<file path="src/rtl/dac_pkg.sv">
// Purpose: constants, states and register map of the dram host controller
// Assumes: ref_clk at 100 MHz, one clock domain
// Notes: the controller drives the strobe and mode pins of the dram driver
//
// Overview of operation
// - two mode pins pick one of four modes
// - early refresh end keeps minimum row strobe low
// - precharge time kept before access follows refresh
// - accesses wait while forced refresh runs
// - request released as row strobes fall
// - wait row hold time before select falls
// - column strobe toggling gives page accesses; the controller makes single accesses only
// - external access uses external refresh only
// - automatic access needs only row strobe low
// - refresh clock held high allows external refresh
// - hidden refresh combines with forced or external; the controller pairs it with forced refresh only
package dac_pkg;
  // clock and analogue times, cycles rounded up for least times
  localparam int CLK_NS = 10;
  localparam int ROW_HOLD_NS = 15;
  localparam int COL_LOW_NS = 60;
  localparam int PRECHARGE_NS = 60;
  localparam int RAS_LOW_NS = 80;
  localparam int AUTO_LOW_NS = 120;
  localparam int REFRESH_SELECT_SETUP_NS = 20;
  localparam int FORCE_MAX_NS = 500;
  localparam int ROW_HOLD_CYC = (ROW_HOLD_NS + CLK_NS - 1) / CLK_NS;
  localparam int COL_LOW_CYC = (COL_LOW_NS + CLK_NS - 1) / CLK_NS;
  localparam int PRECHARGE_CYC = (PRECHARGE_NS + CLK_NS - 1) / CLK_NS;
  localparam int RAS_LOW_CYC = (RAS_LOW_NS + CLK_NS - 1) / CLK_NS;
  localparam int AUTO_LOW_CYC = (AUTO_LOW_NS + CLK_NS - 1) / CLK_NS;
  localparam int REFRESH_SELECT_SETUP_CYC = (REFRESH_SELECT_SETUP_NS + CLK_NS - 1) / CLK_NS;
  localparam int FORCE_MAX_CYC = FORCE_MAX_NS / CLK_NS;
  // refresh clock generator defaults: 100 ns strobe clock, 16 us cycle
  localparam int STROBE_HALF = 5;
  localparam int CYCLE_PERIOD = 1600;
  localparam int CYCLE_HIGH = 1200;
  // mode pin pairs {refresh mode pin, low mode pin}
  localparam logic [1:0] MODE_EXT_REF = 2'h0;
  localparam logic [1:0] MODE_FORCED = 2'h1;
  localparam logic [1:0] MODE_EXT_ACC = 2'h2;
  localparam logic [1:0] MODE_AUTO = 2'h3;
  // register word indices on the avalon slave
  localparam logic [1:0] REG_CTRL = 2'h0;
  localparam logic [1:0] REG_ADDR = 2'h1;
  localparam logic [1:0] REG_CMD = 2'h2;
  localparam logic [1:0] REG_STAT = 2'h3;
  // control and command bit positions
  localparam int CTRL_EXT = 0;
  localparam int CTRL_HOLD = 1;
  localparam int CTRL_AUTO = 2;
  localparam int CTRL_CLR = 3;
  localparam int CMD_GO = 0;
  localparam int CMD_WR = 1;
  // control reset: automatic access, auto refresh on, long hold
  localparam logic CTRL_EXT_RST = 1'h0;
  localparam logic CTRL_HOLD_RST = 1'h1;
  localparam logic CTRL_AUTO_RST = 1'h1;
  // counter reset pulse: driven while above CLR_DRIVE, masked to zero
  localparam logic [3:0] CLR_LEN = 4'h6;
  localparam logic [3:0] CLR_DRIVE = 4'h2;
  typedef enum logic [3:0] {
    ST_IDLE, ST_ACC_ROW, ST_ACC_COL, ST_AUTO, ST_PRECH,
    ST_EXT_SET, ST_EXT_RAS, ST_EXT_END, ST_FORCE, ST_FORCE_HOLD
  } dac_state_t;
endpackage

</file>
<file path="src/rtl/dac_host_ctrl.sv">
// Purpose: host side sequencer for a mode controlled dram driver
// Assumes: driver pins are on ref_clk timing; refresh io pin is async
// Notes: software orders accesses and refresh policy over avalon-mm
`timescale 1ns/100ps
module dac_host_ctrl #(
  parameter int ADDR_W = 20,
  parameter int CYCLE_PERIOD = dac_pkg::CYCLE_PERIOD,
  parameter int CYCLE_HIGH = dac_pkg::CYCLE_HIGH
) (
  input wire logic ref_clk,
  input wire logic reset,
  input wire logic [1:0] avs_address,
  input wire logic avs_read,
  input wire logic avs_write,
  input wire logic [31:0] avs_writedata,
  output logic [31:0] avs_readdata,
  output logic avs_waitrequest,
  output logic [ADDR_W-1:0] memAddr,
  output logic rowStrobeInN,
  output logic colStrobeOrRefClk,
  output logic rowColOrCycleClk,
  output logic writeInN,
  output logic refreshModePin,
  output logic lowModePin,
  output logic rowHoldSelect,
  input wire logic refreshIoIn,
  output logic refreshIoOut,
  output logic refreshIoOe
);
  // cycle figures in counter width
  localparam logic [7:0] ROW_HOLD = 8'(dac_pkg::ROW_HOLD_CYC);
  localparam logic [7:0] COL_LOW = 8'(dac_pkg::COL_LOW_CYC);
  localparam logic [7:0] PRECH = 8'(dac_pkg::PRECHARGE_CYC);
  localparam logic [7:0] RAS_LOW = 8'(dac_pkg::RAS_LOW_CYC);
  localparam logic [7:0] AUTO_LOW = 8'(dac_pkg::AUTO_LOW_CYC);
  localparam logic [7:0] RF_SETUP = 8'(dac_pkg::REFRESH_SELECT_SETUP_CYC);
  localparam logic [7:0] FORCE_MAX = 8'(dac_pkg::FORCE_MAX_CYC);
  // bounds for the assertions
  localparam int FORCE_LIM = dac_pkg::FORCE_MAX_CYC + 2;
  localparam int PRECH_LIM = dac_pkg::PRECHARGE_CYC + 2;
  localparam int PRECH_MIN = dac_pkg::PRECHARGE_CYC;

  // whole state of the controller
  typedef struct packed {
    dac_pkg::dac_state_t st;   // sequencer state
    logic [7:0] cnt;           // timing down counter
    logic extMode;             // external access chosen
    logic rowHold;             // row hold select level
    logic autoRef;             // hidden plus forced refresh on
    logic [ADDR_W-1:0] addr;   // access address for the driver
    logic isWrite;             // current access writes
    logic rdAck;               // read answer cycle
    logic [31:0] rdata;        // read data flop
    logic ioS1;                // refresh io sync, first stage
    logic ioS2;                // refresh io sync, second stage
    logic ioPrev;              // delayed copy for falling edge
    logic refPend;             // refresh owed
    logic [3:0] clrCnt;        // counter reset pulse timer
    logic [15:0] refCount;     // copy of the device refresh count
    logic rowN;                // row strobe input level
    logic colN;                // column strobe input level
    logic winN;                // write input level
    logic rcSel;               // row/column select level
    logic [1:0] mode;          // mode pin pair
  } dac_regs_t;
  dac_regs_t q, d;

  logic strobeClk;   // refresh strobe clock
  logic cycleClk;    // refresh cycle clock
  logic cycleFall;   // one pulse as the cycle clock falls
  logic ioFall;      // synced request edge
  logic refSet;      // refresh becomes owed
  logic refClr;      // refresh taken
  logic cmdHit;      // write aimed at the command word
  logic cmdGo;       // access command accepted
  logic busy;        // sequencer not idle
  logic [31:0] readMux;

  // refresh clocks, shared by hidden and scheduled refresh
  dac_clk_gen #(
    .STROBE_HALF(dac_pkg::STROBE_HALF),
    .CYCLE_PERIOD(CYCLE_PERIOD),
    .CYCLE_HIGH(CYCLE_HIGH)
  ) u_clk_gen (
    .ref_clk(ref_clk),
    .reset(reset),
    .strobeClk(strobeClk),
    .cycleClk(cycleClk),
    .cycleFall(cycleFall)
  );

  // bus handshake: reads answer one cycle late, commands stall
  always_comb begin
    busy = (q.st != dac_pkg::ST_IDLE);
    cmdHit = avs_write & (avs_address == dac_pkg::REG_CMD);
    // request edge ignored while we pull the pin ourselves
    ioFall = q.ioPrev & ~q.ioS2 & (q.clrCnt == 4'h0);
    // scheduled refresh unless hidden plus forced is active
    refSet = (q.extMode | ~q.autoRef) ? cycleFall : ioFall;
    // wait states while refresh is owed or running
    avs_waitrequest = (avs_read & ~q.rdAck)
      | (cmdHit & (busy | q.refPend | refSet));
    cmdGo = cmdHit & ~avs_waitrequest & avs_writedata[dac_pkg::CMD_GO];
  end

  // read data selection, decoded by word index
  always_comb begin
    if (avs_address == dac_pkg::REG_CTRL) begin
      readMux = {29'h0, q.autoRef, q.rowHold, q.extMode};
    end else if (avs_address == dac_pkg::REG_ADDR) begin
      readMux = 32'(q.addr);
    end else if (avs_address == dac_pkg::REG_CMD) begin
      readMux = {30'h0, q.isWrite, busy};
    end else begin
      readMux = {q.refCount, 12'h000, q.ioS2, q.refPend, busy, q.extMode};
    end
  end

  // next state of everything
  always_comb begin
    d = q;
    refClr = 1'b0;
    // two stage sync of the async request pin
    d.ioS1 = refreshIoIn;
    d.ioS2 = q.ioS1;
    d.ioPrev = q.ioS2;
    d.rdAck = avs_read & ~q.rdAck;
    d.rdata = readMux;
    if (q.cnt != 8'h00) begin
      d.cnt = q.cnt - 8'h01;
    end
    if (q.clrCnt != 4'h0) begin
      d.clrCnt = q.clrCnt - 4'h1;
    end
    // control word; mode pins pick up extMode only in the idle and external refresh end states
    if (avs_write && avs_address == dac_pkg::REG_CTRL) begin
      d.extMode = avs_writedata[dac_pkg::CTRL_EXT];
      d.rowHold = avs_writedata[dac_pkg::CTRL_HOLD];
      d.autoRef = avs_writedata[dac_pkg::CTRL_AUTO];
      if (avs_writedata[dac_pkg::CTRL_CLR]) begin
        d.clrCnt = dac_pkg::CLR_LEN;
        d.refCount = 16'h0000;
      end
    end
    if (avs_write && avs_address == dac_pkg::REG_ADDR) begin
      d.addr = avs_writedata[ADDR_W-1:0];
    end
    case (q.st)
      dac_pkg::ST_IDLE: begin
        // park in the chosen access mode, strobes high
        d.mode = q.extMode ? dac_pkg::MODE_EXT_ACC
                           : dac_pkg::MODE_AUTO;
        d.rcSel = 1'b1;
        if (q.refPend) begin
          refClr = 1'b1;
          if (q.extMode || !q.autoRef) begin
            // system timed refresh, row strobe driven by us
            d.mode = q.extMode ? dac_pkg::MODE_EXT_REF
                               : dac_pkg::MODE_FORCED;
            d.cnt = RF_SETUP;
            d.st = dac_pkg::ST_EXT_SET;
          end else begin
            // forced refresh, device makes its own row strobes
            d.mode = dac_pkg::MODE_FORCED;
            d.cnt = FORCE_MAX;
            d.st = dac_pkg::ST_FORCE;
          end
        end else if (cmdGo) begin
          d.isWrite = avs_writedata[dac_pkg::CMD_WR];
          d.rowN = 1'b0;
          // write input level set before column strobe falls
          d.winN = ~avs_writedata[dac_pkg::CMD_WR];
          if (q.extMode) begin
            d.cnt = ROW_HOLD;
            d.st = dac_pkg::ST_ACC_ROW;
          end else begin
            // one strobe is all the automatic mode needs
            d.cnt = AUTO_LOW;
            d.st = dac_pkg::ST_AUTO;
          end
        end
      end
      dac_pkg::ST_ACC_ROW: begin
        // row address on outputs until hold time has passed
        if (q.cnt == 8'h00) begin
          d.rcSel = 1'b0;
          // column strobe input low as select falls: auto strobe
          d.colN = 1'b0;
          d.cnt = COL_LOW;
          d.st = dac_pkg::ST_ACC_COL;
        end
      end
      dac_pkg::ST_ACC_COL: begin
        // single access only; page toggling is left to software
        if (q.cnt == 8'h00) begin
          d.rowN = 1'b1;
          d.colN = 1'b1;
          d.winN = 1'b1;
          d.rcSel = 1'b1;
          d.cnt = PRECH;
          d.st = dac_pkg::ST_PRECH;
        end
      end
      dac_pkg::ST_AUTO: begin
        // device switches address and column strobe by itself
        if (q.cnt == 8'h00) begin
          d.rowN = 1'b1;
          d.winN = 1'b1;
          d.cnt = PRECH;
          d.st = dac_pkg::ST_PRECH;
        end
      end
      dac_pkg::ST_PRECH: begin
        // row strobe high long enough before any new cycle
        if (q.cnt == 8'h00) begin
          d.st = dac_pkg::ST_IDLE;
        end
      end
      dac_pkg::ST_EXT_SET: begin
        // refresh select settles before the row strobe falls
        if (q.cnt == 8'h00) begin
          d.rowN = 1'b0;
          d.cnt = RAS_LOW;
          d.st = dac_pkg::ST_EXT_RAS;
        end
      end
      dac_pkg::ST_EXT_RAS: begin
        if (q.cnt == 8'h00) begin
          // rising row strobe advances the device counter
          d.rowN = 1'b1;
          d.refCount = q.refCount + 16'h0001;
          d.st = dac_pkg::ST_EXT_END;
        end
      end
      dac_pkg::ST_EXT_END: begin
        // leave refresh mode one cycle after the strobe rose
        d.mode = q.extMode ? dac_pkg::MODE_EXT_ACC
                           : dac_pkg::MODE_AUTO;
        d.cnt = PRECH;
        d.st = dac_pkg::ST_PRECH;
      end
      dac_pkg::ST_FORCE: begin
        // request released as row strobes fall; timeout if lost
        if (q.ioS2 || q.cnt == 8'h00) begin
          d.cnt = RAS_LOW;
          d.st = dac_pkg::ST_FORCE_HOLD;
        end
      end
      dac_pkg::ST_FORCE_HOLD: begin
        // ending early, but never below the row strobe low time
        if (q.cnt == 8'h00) begin
          d.mode = dac_pkg::MODE_AUTO;
          d.refCount = q.refCount + 16'h0001;
          d.cnt = PRECH;
          d.st = dac_pkg::ST_PRECH;
        end
      end
      default: begin
        d.st = dac_pkg::ST_IDLE;
      end
    endcase
    // an owed refresh that arrives while taken is kept
    d.refPend = refSet | (q.refPend & ~refClr);
  end

  // state register, constants only under reset
  always_ff @(posedge ref_clk or posedge reset) begin
    if (reset) begin
      q <= '0;
      q.st <= dac_pkg::ST_IDLE;
      q.extMode <= dac_pkg::CTRL_EXT_RST;
      q.rowHold <= dac_pkg::CTRL_HOLD_RST;
      q.autoRef <= dac_pkg::CTRL_AUTO_RST;
      q.ioS1 <= 1'b1;
      q.ioS2 <= 1'b1;
      q.ioPrev <= 1'b1;
      q.rowN <= 1'b1;
      q.colN <= 1'b1;
      q.winN <= 1'b1;
      q.rcSel <= 1'b1;
      q.mode <= dac_pkg::MODE_AUTO;
    end else begin
      q <= d;
    end
  end

  // pins; in automatic mode one pin carries the strobe clock, the other the cycle clock if auto refresh is on
  assign colStrobeOrRefClk = q.extMode ? q.colN : strobeClk;
  assign rowColOrCycleClk = q.extMode ? q.rcSel
    : (q.autoRef ? cycleClk : 1'b1);
  assign rowStrobeInN = q.rowN;
  assign writeInN = q.winN;
  assign refreshModePin = q.mode[1];
  assign lowModePin = q.mode[0];
  assign rowHoldSelect = q.rowHold;
  assign memAddr = q.addr;
  assign avs_readdata = q.rdata;
  // open drain pull of the refresh io pin resets the counter
  assign refreshIoOut = 1'b0;
  assign refreshIoOe = (q.clrCnt > dac_pkg::CLR_DRIVE);
endmodule

</file>
<file path="src/rtl/dac_clk_gen.sv">
// Purpose: refresh cycle clock and refresh strobe clock for the driver
// Assumes: ref_clk at 100 MHz
// Notes: both clocks come from flip-flops, so no glitches reach the pins
`timescale 1ns/100ps
module dac_clk_gen #(
  parameter int STROBE_HALF = dac_pkg::STROBE_HALF,
  parameter int CYCLE_PERIOD = dac_pkg::CYCLE_PERIOD,
  parameter int CYCLE_HIGH = dac_pkg::CYCLE_HIGH
) (
  input wire logic ref_clk,
  input wire logic reset,
  output logic strobeClk,
  output logic cycleClk,
  output logic cycleFall
);
  // whole state of the generator
  typedef struct packed {
    logic [7:0] sCnt;
    logic [15:0] cCnt;
    logic sClk;
    logic cClk;
    logic fall;
  } dac_gen_t;
  dac_gen_t q, d;

  // next state: free running counters
  always_comb begin
    d = q;
    d.fall = 1'b0;
    if (q.sCnt == 8'(STROBE_HALF - 1)) begin
      d.sCnt = 8'h00;
      d.sClk = ~q.sClk;
    end else begin
      d.sCnt = q.sCnt + 8'h01;
    end
    if (q.cCnt == 16'(CYCLE_PERIOD - 1)) begin
      d.cCnt = 16'h0000;
    end else begin
      d.cCnt = q.cCnt + 16'h0001;
    end
    // high for the first part of the period, low for the rest
    d.cClk = (d.cCnt < 16'(CYCLE_HIGH));
    d.fall = q.cClk & ~d.cClk;
  end

  // state register
  always_ff @(posedge ref_clk or posedge reset) begin
    if (reset) begin
      q <= '0;
    end else begin
      q <= d;
    end
  end

  assign strobeClk = q.sClk;
  assign cycleClk = q.cClk;
  assign cycleFall = q.fall;
endmodule

</file>
<file path="config.mk">
export PLATFORM = sky130hd
export DESIGN_NAME = dac_host_ctrl
export DESIGN_NICKNAME = d
export VERILOG_FILES = /design/src/rtl/dac_pkg.sv /design/src/rtl/dac_host_ctrl.sv /design/src/rtl/dac_clk_gen.sv
export SDC_FILE = /design/constraint.sdc
export NUM_CORES = 1
export LEC_CHECK = 0
export ABC_CLOCK_PERIOD_IN_PS = 6200
export BUFFER_PORTS_ARGS = -buffer_cell sky130_fd_sc_hd__buf_4
export CAP_MARGIN = 20
export CORE_MARGIN = 8
export CORE_UTILIZATION = 31
export DETAILED_ROUTE_END_ITERATION = 6
export SLEW_MARGIN = 10
export SYNTH_ARGS = -nofsm -noshare
export SYNTH_HDL_FRONTEND = slang
export SYNTH_HIERARCHICAL = 1
export SYNTH_SLANG_ARGS = --single-unit
</file>
<file path="constraint.sdc">
create_clock -name ref_clk -period 6.2 [get_ports ref_clk]
set_input_delay 0.31 -clock ref_clk [delete_from_list [all_inputs] [get_ports ref_clk]]
set_output_delay 0.31 -clock ref_clk [all_outputs]
set_load 0.05 [all_outputs]
</file>
==> summary.txt, run 1 <==
Outcome
  • Status: completed

Setup path
  • Cell family contributing the most delay on the critical path: simple AND/OR/NAND/NOR gates
  • Number of buffer and inverter instances along the worst setup path: 1
  • Worst-path cell with the longest stage delay: sky130_fd_sc_hd__dfrtp_1
  • Critical path, cell by cell: nor4_2 -> nand2b_1 -> o21ai_0 -> nand2_1 -> buf_4
  • Delay of the slowest cell on the worst path: around 0.70 ns
  • Data arrival time of the critical path: 2.52 ns
  • Maximum fanout count along the critical path: 29
  • Kind of critical path: flop to primary output
  • Data required, critical path: 5.89 ns
  • Startpoint Class: flop
  • Endpoint kind of the worst setup timing path: primary output

Synth
  • Number of synthesized register bits: about 130
  • Gate Count Post-Synth: 635
  • Number of distinct standard cells referenced by the synthesized netlist: 74
  • Ys flop type: sky130_fd_sc_hd__dfrtp_1
  • Average footprint of a synthesized cell: 10.3 sq um
  • Top area cells in the synthesized netlist: sky130_fd_sc_hd__dfrtp_1 (44%), sky130_fd_sc_hd__buf_4 (6.1%), sky130_fd_sc_hd__dfstp_2 (4.4%), sky130_fd_sc_hd__mux2_2 (4.3%), sky130_fd_sc_hd__nand2_1 (2.5%)
  • Post-synthesis cell type with the largest combined area: sky130_fd_sc_hd__dfrtp_1
  • Async set-or-reset flop fraction in the synthesized netlist: 1.00
  • Count of flip-flops with a built-in enable after synthesis: 0
  • Fraction of the yosys area taken by sequential cells: 0.486
  • Cell area after synthesis: roughly 6500 sq um
  • Top cell type's share of synthesized area: 0.442
  • Number of nets produced by synthesis: ~700
  • Total of warnings raised by yosys: 6

Floorplanning
  • Starting utilization of the core area: 0.313
  • Core Area: 20800 sq um
  • Standard-cell rows: 53
  • IO Pins: 101
  • Full die area: 25900 sq um
  • X dimension of the die: 161 um
  • Die height: 161 um

STA
  • Setup clock skew after layout: 0.00554 ns
  • Worst max-slew margin expressed relative to the limit: 0.387
  • Worst-Margin Slew: 0.917 ns
  • RSZ-0062 raised after global routing: no
  • Setup-violating endpoint count in the final report: 0
  • Setup total negative slack: 0 ns
  • Number of slew-limit violations in the final report: 0
  • Max frequency: 353 MHz
  • Share of the clock period used by the worst path: 0.457
  • Count of endpoints failing hold in the final timing report: 0
  • Min Clock Period, post-route: roughly 2.8 ns

Finish
  • Fillcell total: 2072
  • Post-route cell area: between 7000 and 8000 sq um
  • Layout cell share with drive strength beyond 1: 0.267
  • Net count of the finished layout: 713
  • Most frequent cells in the layout: sky130_fd_sc_hd__dfrtp_1 (115), sky130_fd_sc_hd__buf_4 (90), sky130_fd_sc_hd__nand2_1 (44), sky130_fd_sc_hd__nor2_1 (40)
  • Number of antenna diodes: 0
  • Area growth syn-to-layout: 18.7%
  • Most frequent standard cell in the layout excluding fill and tap cells: sky130_fd_sc_hd__dfrtp_1

Power
  • Peak supply drop: 0.188 mV
  • Leakage power: 3.50 nW
  • Total power per unit cell area: 418 nW/um^2

Clock tree
  • Clock buffers created by TritonCTS: 17
  • CTS max path bufs: 2
  • Clock Sink Count: 126
  • Clock tree root driver cell: sky130_fd_sc_hd__clkbuf_16
  • Clock network latency to the later pin of the worst-skew pair: between 0.4 and 0.5 ns
  • Maximum level of the CTS H-tree: 4
  • CTS tree: yes
  • Cts repair resizes: 0
  • Clk pin slew, worst setup/hold paths: 0.06 ns

Placement
  • HPWL Detailed: 10.1 mm
  • Count of input and output buffers: 87
  • Total cell area at the placement stage: 7020 sq um
  • Final weighted congestion in routability-driven placement: roughly 0.8

Drt
  • Routed Wire Length: 14.5 mm
  • First DRT Iteration DRCs: around 230
  • Per-cell via count in the routed design: 4.85
  • Average detailed-routed wire length per instance: ~15 um
  • Number of vias in the routed layout: 4619
  • DRC violations left: 0
  • Detailed Routing Iterations Pass 1: 4
  • Antenna violation net count after detailed routing: 0

Global route
  • Vias in the first global route: 4679
  • Largest net degree at the start of global routing: 67
  • Gr usage total: 0.116
  • Total congestion overflow: 0
  • Global-route wire length before repair: 24.6 mm
  • Antenna violations before repair: 0

Min path
  • Worst hold path class: input port to flop

Run
  • # Max-Cap Violations: 0
## routing by layer
metal	vias to the layer above	wire [um]	global-route usage
met3	17	911	0.0397
li1	2238	-	-
met1	2236	7250	0.156
met2	128	6150	0.170
met5	-	0	0
met4	0	170	0.0366
## where the power goes
group          internal, mW  switching, mW
sequential            0.959          0.172
combinational         0.373          0.617
clock                 0.722          0.386
total                  2.05           1.17
## synthesized netlist by cell type (5+ instances only)
cell type,instances
sky130_fd_sc_hd__a21oi_1,22
sky130_fd_sc_hd__ha_1,9
sky130_fd_sc_hd__nand2_1,44
sky130_fd_sc_hd__and3_1,17
sky130_fd_sc_hd__mux2_2,25
sky130_fd_sc_hd__clkbuf_1,24
sky130_fd_sc_hd__nor2_1,40
sky130_fd_sc_hd__dfrtp_1,115
sky130_fd_sc_hd__o21ai_0,24
sky130_fd_sc_hd__and2_1,15
sky130_fd_sc_hd__xnor2_1,18
sky130_fd_sc_hd__o21ai_1,12
sky130_fd_sc_hd__a21o_1,5
sky130_fd_sc_hd__dfstp_2,11
sky130_fd_sc_hd__nand3_1,25
sky130_fd_sc_hd__o31ai_1,8
sky130_fd_sc_hd__mux2i_1,7
sky130_fd_sc_hd__a31oi_1,8
sky130_fd_sc_hd__nand4_1,7
sky130_fd_sc_hd__nor3_1,11
sky130_fd_sc_hd__xor2_1,12
sky130_fd_sc_hd__buf_4,53
sky130_fd_sc_hd__or3_1,5
sky130_fd_sc_hd__inv_1,17
sky130_fd_sc_hd__nor2b_1,10
sky130_fd_sc_hd__nand2b_1,12
## worst reg2reg max path, stage by stage, from the launching register on
cell and delay (ns):
sky130_fd_sc_hd__dfrtp_1 0.70, sky130_fd_sc_hd__nor4_2 0.70, sky130_fd_sc_hd__nand2b_1 0.23, sky130_fd_sc_hd__nor3_2 0.36, sky130_fd_sc_hd__o21bai_1 0.13, sky130_fd_sc_hd__a2111o_1 0.44
## path summary, 6_finish.rpt
kind | start | end | slack, ns | cells after the start
min in group asynchronous | reset | u_clk_gen/q[8]$_DFF_PP0_ | 0.44 | 3
min | avs_writedata[3] | q[22]$_DFF_PP0_ | 0.08 | 2
max | q[96]$_DFFE_PP0P_ | avs_waitrequest | 3.37 | 5
min reg2reg | d[28]$_DFF_PP1_ | d[27]$_DFF_PP1_ | 0.36 | 0
max in group asynchronous | reset | q[62]$_DFF_PP0_ | 4.51 | 4
max reg2reg | q[96]$_DFFE_PP0P_ | q[89]$_DFF_PP0_ | 3.51 | 5
## final cells by class
cell class              count  area [sq um]  area share
inverters                  18          70.1     0.00906
multi-input cells         409          2770       0.358
clock buffers              18           429      0.0555
clock inverters            14           230      0.0298
well taps                 275           344      0.0445
repair buffers             93           723      0.0935
flip-flops and latches    126          3170       0.410
## timing repair
action | CTS | global route
buffers inserted | 0 | 0
endpoints found under the hold margin | 34 | 0
hold buffers | 2 | 0
## cells by family after synthesis
logic type	Yosys count	synth area share
simple gates	227	0.200
flops	126	0.486
compound gates	108	0.107
buf+inv	100	0.0888
mux	34	0.0592
xor+xnor	30	0.0403
fa+ha+maj	9	0.0173
other cells	1	0.000576
## flip-flops by register name (all words and copies together) (netlist names), 2 cells and up
name and flops:
d 2, q 40, u_clk_gen/q 24, avs_readdata 32, memAddr 20
## per-stage QoR
step	hold slack (ns)	setup slack [ns]	util	total power [mW]	std cells
floorplan	0.314	3.32	-	1.92	635
CTS	0.0683	3.36	0.370	3.27	952
finish	0.0834	3.37	0.371	3.23	953
global placement	0.346	3.48	0.337	2.12	918
detailed placement	0.350	3.47	0.337	2.13	918
global route	0.0786	3.18	0.371	3.43	953
Power figures use the tool's default switching activity.
==> inputs of run 2 (changes only) <==
Settings changed: ABC_AREA set to 1, ABC_CLOCK_PERIOD_IN_PS 6200 to 2900.
Clock period 6.2 ns to 2.9 ns, I/O delays scaled along.
==> summary.txt, run 2 <==
Outcome
  • Status: completed (unchanged)

Finish
  • Net count of the finished layout: 901 (was 713)
  • Area of the multi-input gates: 2540 sq um (was 2770 sq um)
  • Fillcell total: 2145 (was 2072)
  • Final standard cell count with taps included and fillers excluded: 1141 (was 953)
  • Number of antenna diodes: 0 (unchanged)
  • Storage cell area: 3170 sq um (unchanged)
  • Register with the most flip-flops: q (unchanged)
  • Layout cell share with drive strength beyond 1: 0.226 (was 0.267)
  • Most frequent cells in the layout: sky130_fd_sc_hd__nand2_1 (127), sky130_fd_sc_hd__dfrtp_1 (115), sky130_fd_sc_hd__nor2_1 (99), sky130_fd_sc_hd__inv_1 (97), sky130_fd_sc_hd__buf_4 (91) (was sky130_fd_sc_hd__dfrtp_1 (115), sky130_fd_sc_hd__buf_4 (90), sky130_fd_sc_hd__nand2_1 (44), sky130_fd_sc_hd__nor2_1 (40))
  • Area growth syn-to-layout: 21.3% (was 18.7%)
  • Most frequent standard cell in the layout excluding fill and tap cells: sky130_fd_sc_hd__nand2_1 (was sky130_fd_sc_hd__dfrtp_1)
  • Max reg flops: 40 (unchanged)

Clock tree
  • Number of post-CTS setup repair buffers: 0 (unchanged)
  • CTS max path bufs: 2 (unchanged)
  • Clock tree root driver cell: sky130_fd_sc_hd__clkbuf_16 (unchanged)
  • Clock Sink Count: 126 (unchanged)
  • Clock buffers created by TritonCTS: 17 (unchanged)
  • Maximum level of the CTS H-tree: 4 (unchanged)
  • Clk pin slew, worst setup/hold paths: 0.06 ns (about the same)
  • CTS tree: yes (unchanged)
  • Cts repair resizes: 0 (unchanged)
  • Clock network latency to the later pin of the worst-skew pair: 0.42 ns (was 0.41 ns)

Synth
  • Number of nets produced by synthesis: 834 (was 683)
  • Top area cells in the synthesized netlist: sky130_fd_sc_hd__dfrtp_1 (44%), sky130_fd_sc_hd__nand2_1 (7.2%), sky130_fd_sc_hd__buf_4 (6.1%), sky130_fd_sc_hd__nor2_1 (5.6%), sky130_fd_sc_hd__inv_1 (5.6%) (was sky130_fd_sc_hd__dfrtp_1 (44%), sky130_fd_sc_hd__buf_4 (6.1%), sky130_fd_sc_hd__dfstp_2 (4.4%), sky130_fd_sc_hd__mux2_2 (4.3%), sky130_fd_sc_hd__nand2_1 (2.5%))
  • Gate Count Post-Synth: 786 (was 635)
  • Ys flop type: sky130_fd_sc_hd__dfrtp_1 (unchanged)
  • Average footprint of a synthesized cell: 8.39 sq um (was 10.3 sq um)
  • Number of synthesized register bits: 126 (unchanged)
  • Count of flip-flops with a built-in enable after synthesis: 0 (unchanged)
  • Top cell type's share of synthesized area: 0.436 (was 0.442)
  • Async set-or-reset flop fraction in the synthesized netlist: 1.00 (unchanged)
  • Post-synthesis cell type with the largest combined area: sky130_fd_sc_hd__dfrtp_1 (unchanged)
  • Cell area after synthesis: 6590 sq um (was 6510 sq um)
  • Total of warnings raised by yosys: 6 (unchanged)
  • Fraction of the yosys area taken by sequential cells: 0.480 (was 0.486)
  • Library cell with the highest instance count after synthesis: sky130_fd_sc_hd__nand2_1 (was sky130_fd_sc_hd__dfrtp_1)
  • Number of distinct standard cells referenced by the synthesized netlist: 48 (was 74)
  • Commonest cells post-synth: sky130_fd_sc_hd__nand2_1 (127), sky130_fd_sc_hd__dfrtp_1 (115), sky130_fd_sc_hd__nor2_1 (99) (was sky130_fd_sc_hd__dfrtp_1 (115), sky130_fd_sc_hd__buf_4 (53), sky130_fd_sc_hd__nand2_1 (44))

STA
  • Number of slew-limit violations in the final report: 0 (unchanged)
  • Setup-violating endpoint count in the final report: 0 (unchanged)
  • Min Clock Period, post-route: approximately 2.2 ns
  • Count of endpoints failing hold in the final timing report: 0 (unchanged)
  • Share of the clock period used by the worst path: 0.764
  • RSZ-0062 raised after global routing: no (unchanged)
  • Worst max-slew margin expressed relative to the limit: 0.387 (about the same)
  • Setup clock skew after layout: 0.0110 ns (was 0.00554 ns)
  • Final setup slack of the worst path: 0.684 ns (was 3.37 ns)
  • Worst-Margin Slew: 0.920 ns (was 0.917 ns)
  • Setup total negative slack: 0 ns (unchanged)
  • Max frequency: 451 MHz

Run
  • # Max-Cap Violations: 0 (unchanged)

Min path
  • Worst hold path class: input port to flop (unchanged)
  • Worst hold path cell count: 2 (unchanged)
  • Worst hold endpoint: avs_readdata[19]$_DFF_PP0_ (was q[22]$_DFF_PP0_)
  • Origin of the worst min-delay path: avs_address[1] (was avs_writedata[3])

Floorplanning
  • Standard-cell rows: 53 (unchanged)
  • Full die area: 26200 sq um (was 25900 sq um)
  • X dimension of the die: 162 um (was 161 um)
  • Core Area: 21000 sq um (was 20800 sq um)
  • IO Pins: 101 (unchanged)
  • Starting utilization of the core area: 0.315 (was 0.313)
  • Die height: 162 um (was 161 um)

Setup path
  • Startpoint Class: flop (unchanged)
  • Worst reg-to-reg setup slack: 0.74 ns (was 3.51 ns)
  • Endpoint kind of the worst setup timing path: primary output (unchanged)
  • Data arrival time of the critical path: 2.07 ns (was 2.52 ns)
  • Startpoint of the worst register-to-register path: q[95]$_DFFE_PP0P_ (was q[96]$_DFFE_PP0P_)
  • R2R Path End: q[12]$_DFF_PP0_ (was q[89]$_DFF_PP0_)
  • Number of cells on the worst reg-to-reg path: 8 (was 5)
  • Kind of critical path: flop to primary output (unchanged)
  • Maximum fanout count along the critical path: 6 (was 29)
  • Data required, critical path: 2.76 ns (was 5.89 ns)

Power
  • Proportion of power drawn by flip-flops and latches: 0.341 (was 0.350)
  • NetSw: 2.40 mW (was 1.17 mW)
  • Combinational fraction of design power: 0.318 (was 0.307)
  • Internal power contribution: 4.08 mW (was 2.05 mW)
  • Clock power share: 0.341 (was 0.343)
  • Leakage power: 4.05 nW (was 3.50 nW)
  • Switching share of power: 0.371 (was 0.364)
  • Total power per unit cell area: 810 nW/um^2 (was 418 nW/um^2)
  • Peak supply drop: 0.462 mV (was 0.188 mV)
  • Overall Power: 6.48 mW (was 3.23 mW)

Drt
  • Number of vias in the routed layout: 5146 (was 4619)
  • First DRT Iteration DRCs: 298 (was 234)
  • Highest metal layer with signal wires: met4 (unchanged)
  • DRC violations left: 0 (unchanged)
  • Antenna violation net count after detailed routing: 0 (unchanged)
  • Detailed Routing Iterations Pass 1: 5 (was 4)
  • Metal-1 WL: 7.19 mm (was 7.25 mm)
  • Average detailed-routed wire length per instance: 13.3 um (was 15.2 um)
  • Routed Wire Length: 15.1 mm (was 14.5 mm)
  • DR WL met3: 780 um (was 911 um)
  • Per-cell via count in the routed design: 4.51 (was 4.85)
  • Wire length on met2: 7.08 mm (was 6.15 mm)

Placement
  • Worst slack at placement: 0.759 ns (was 3.47 ns)
  • Placed insts: 1087 (was 918)
  • Final weighted congestion in routability-driven placement: 0.896 (was 0.796)
  • HPWL Detailed: 11.1 mm (was 10.1 mm)
  • Count of input and output buffers: 87 (unchanged)

Global route
  • Largest net degree at the start of global routing: 74 (was 67)
  • Vias in the first global route: 5119 (was 4679)
  • Antenna violations before repair: 0 (unchanged)
  • Gr usage total: 0.119 (was 0.116)
  • Total congestion overflow: 0 (unchanged)
  • Global-route wire length before repair: 25.4 mm (was 24.6 mm)
==> run 2: changes by cell type after synthesis, moves of 16 or more <==
cell                      change
sky130_fd_sc_hd__xnor2_1     -16
sky130_fd_sc_hd__nand2_1     +83
sky130_fd_sc_hd__nand3_1     +28
sky130_fd_sc_hd__mux2_2      -20
sky130_fd_sc_hd__inv_1       +81
sky130_fd_sc_hd__nor2_1      +59
sky130_fd_sc_hd__a21oi_1     +19
sky130_fd_sc_hd__and3_1      -17
==> run 2: final cells by class <==
type,count,area share
Timing Repair Buffer,113,0.114
Tap cell,275,0.0430
Clock buffer,18,0.0536
Sequential cell,126,0.396
Inverter,114,0.0538
Multi-Input combinational cell,481,0.318
Clock inverter,14,0.0224
==> run 2: kinds of logic after synthesis <==
kind of cell | share of synthesized area
AOI/OAI and AO/OA | 0.0795
xor gates and xnor gates | 0.0197
adders and majority gates | 0.0171
buffers and inverters | 0.134
DFF | 0.480
muxes | 0.00854
other | 0.000569
and+or+nand+nor | 0.260
==> run 2: what timing repair did <==
item                                    in CTS  in global routing
hold buffers                                21                  0
endpoints found under the hold margin       68                  0
endpoints found under the setup margin       0                  0
==> run 2: how the worst max path moves through the flow <==
stage	cells past startpoint	to	from	slack, ns
after floorplan	1	avs_readdata[0]$_DFF_PP0_	reset	0.18
after global placement	8	q[14]$_DFF_PP0_	q[95]$_DFFE_PP0P_	0.77
after detailed placement	8	q[16]$_DFF_PP0_	q[95]$_DFFE_PP0P_	0.76
after CTS	9	avs_waitrequest	q[22]$_DFF_PP0_	0.64
after global routing	9	avs_waitrequest	q[23]$_DFF_PP0_	0.51
final	9	avs_waitrequest	q[22]$_DFF_PP0_	0.68
==> run 2: power groups by stage <==
| stage | sequential (mW) | combinational (mW) | clock [mW] |
|---|---|---|---|
| 3_5_place_dp | 2.24 | 2.04 | 0 |
| 5_1_grt | 2.25 | 2.25 | 2.36 |
| 4_1_cts | 2.21 | 2.08 | 2.27 |
| 2_1_floorplan | 2.29 | 1.57 | 0 |
| 3_3_place_gp | 2.24 | 2.02 | 0 |
| 6_report | 2.21 | 2.06 | 2.21 |
==> run 2: routing by layer <==
| metal | vias to the layer above | global-route usage |
|---|---|---|
| met5 | - | 0 |
| met4 | 0 | 0.0278 |
| met3 | 10 | 0.0387 |
| met2 | 99 | 0.192 |
| met1 | 2438 | 0.152 |
| li1 | 2599 | - |
==> run 2: critical path: stages, from the launching register on <==
cell and delay (ns):
sky130_fd_sc_hd__dfrtp_1 0.36, sky130_fd_sc_hd__inv_1 0.12, sky130_fd_sc_hd__ha_1 0.21, sky130_fd_sc_hd__inv_1 0.05, sky130_fd_sc_hd__nor2_1 0.31, sky130_fd_sc_hd__nand2_1 0.18
sky130_fd_sc_hd__nand3_4 0.10, sky130_fd_sc_hd__nand2_4 0.06, sky130_fd_sc_hd__nand2_1 0.07, sky130_fd_sc_hd__buf_4 0.20
==> run 2: metrics by stage <==
step	hold slack, ns	area (sq um)	util
floorplan	0.149	6590	-
global placement	0.258	7170	0.342
detailed placement	0.255	7170	0.342
CTS	0.00482	7990	0.381
global route	0.0191	8000	0.382
finish	0.0245	8000	0.382
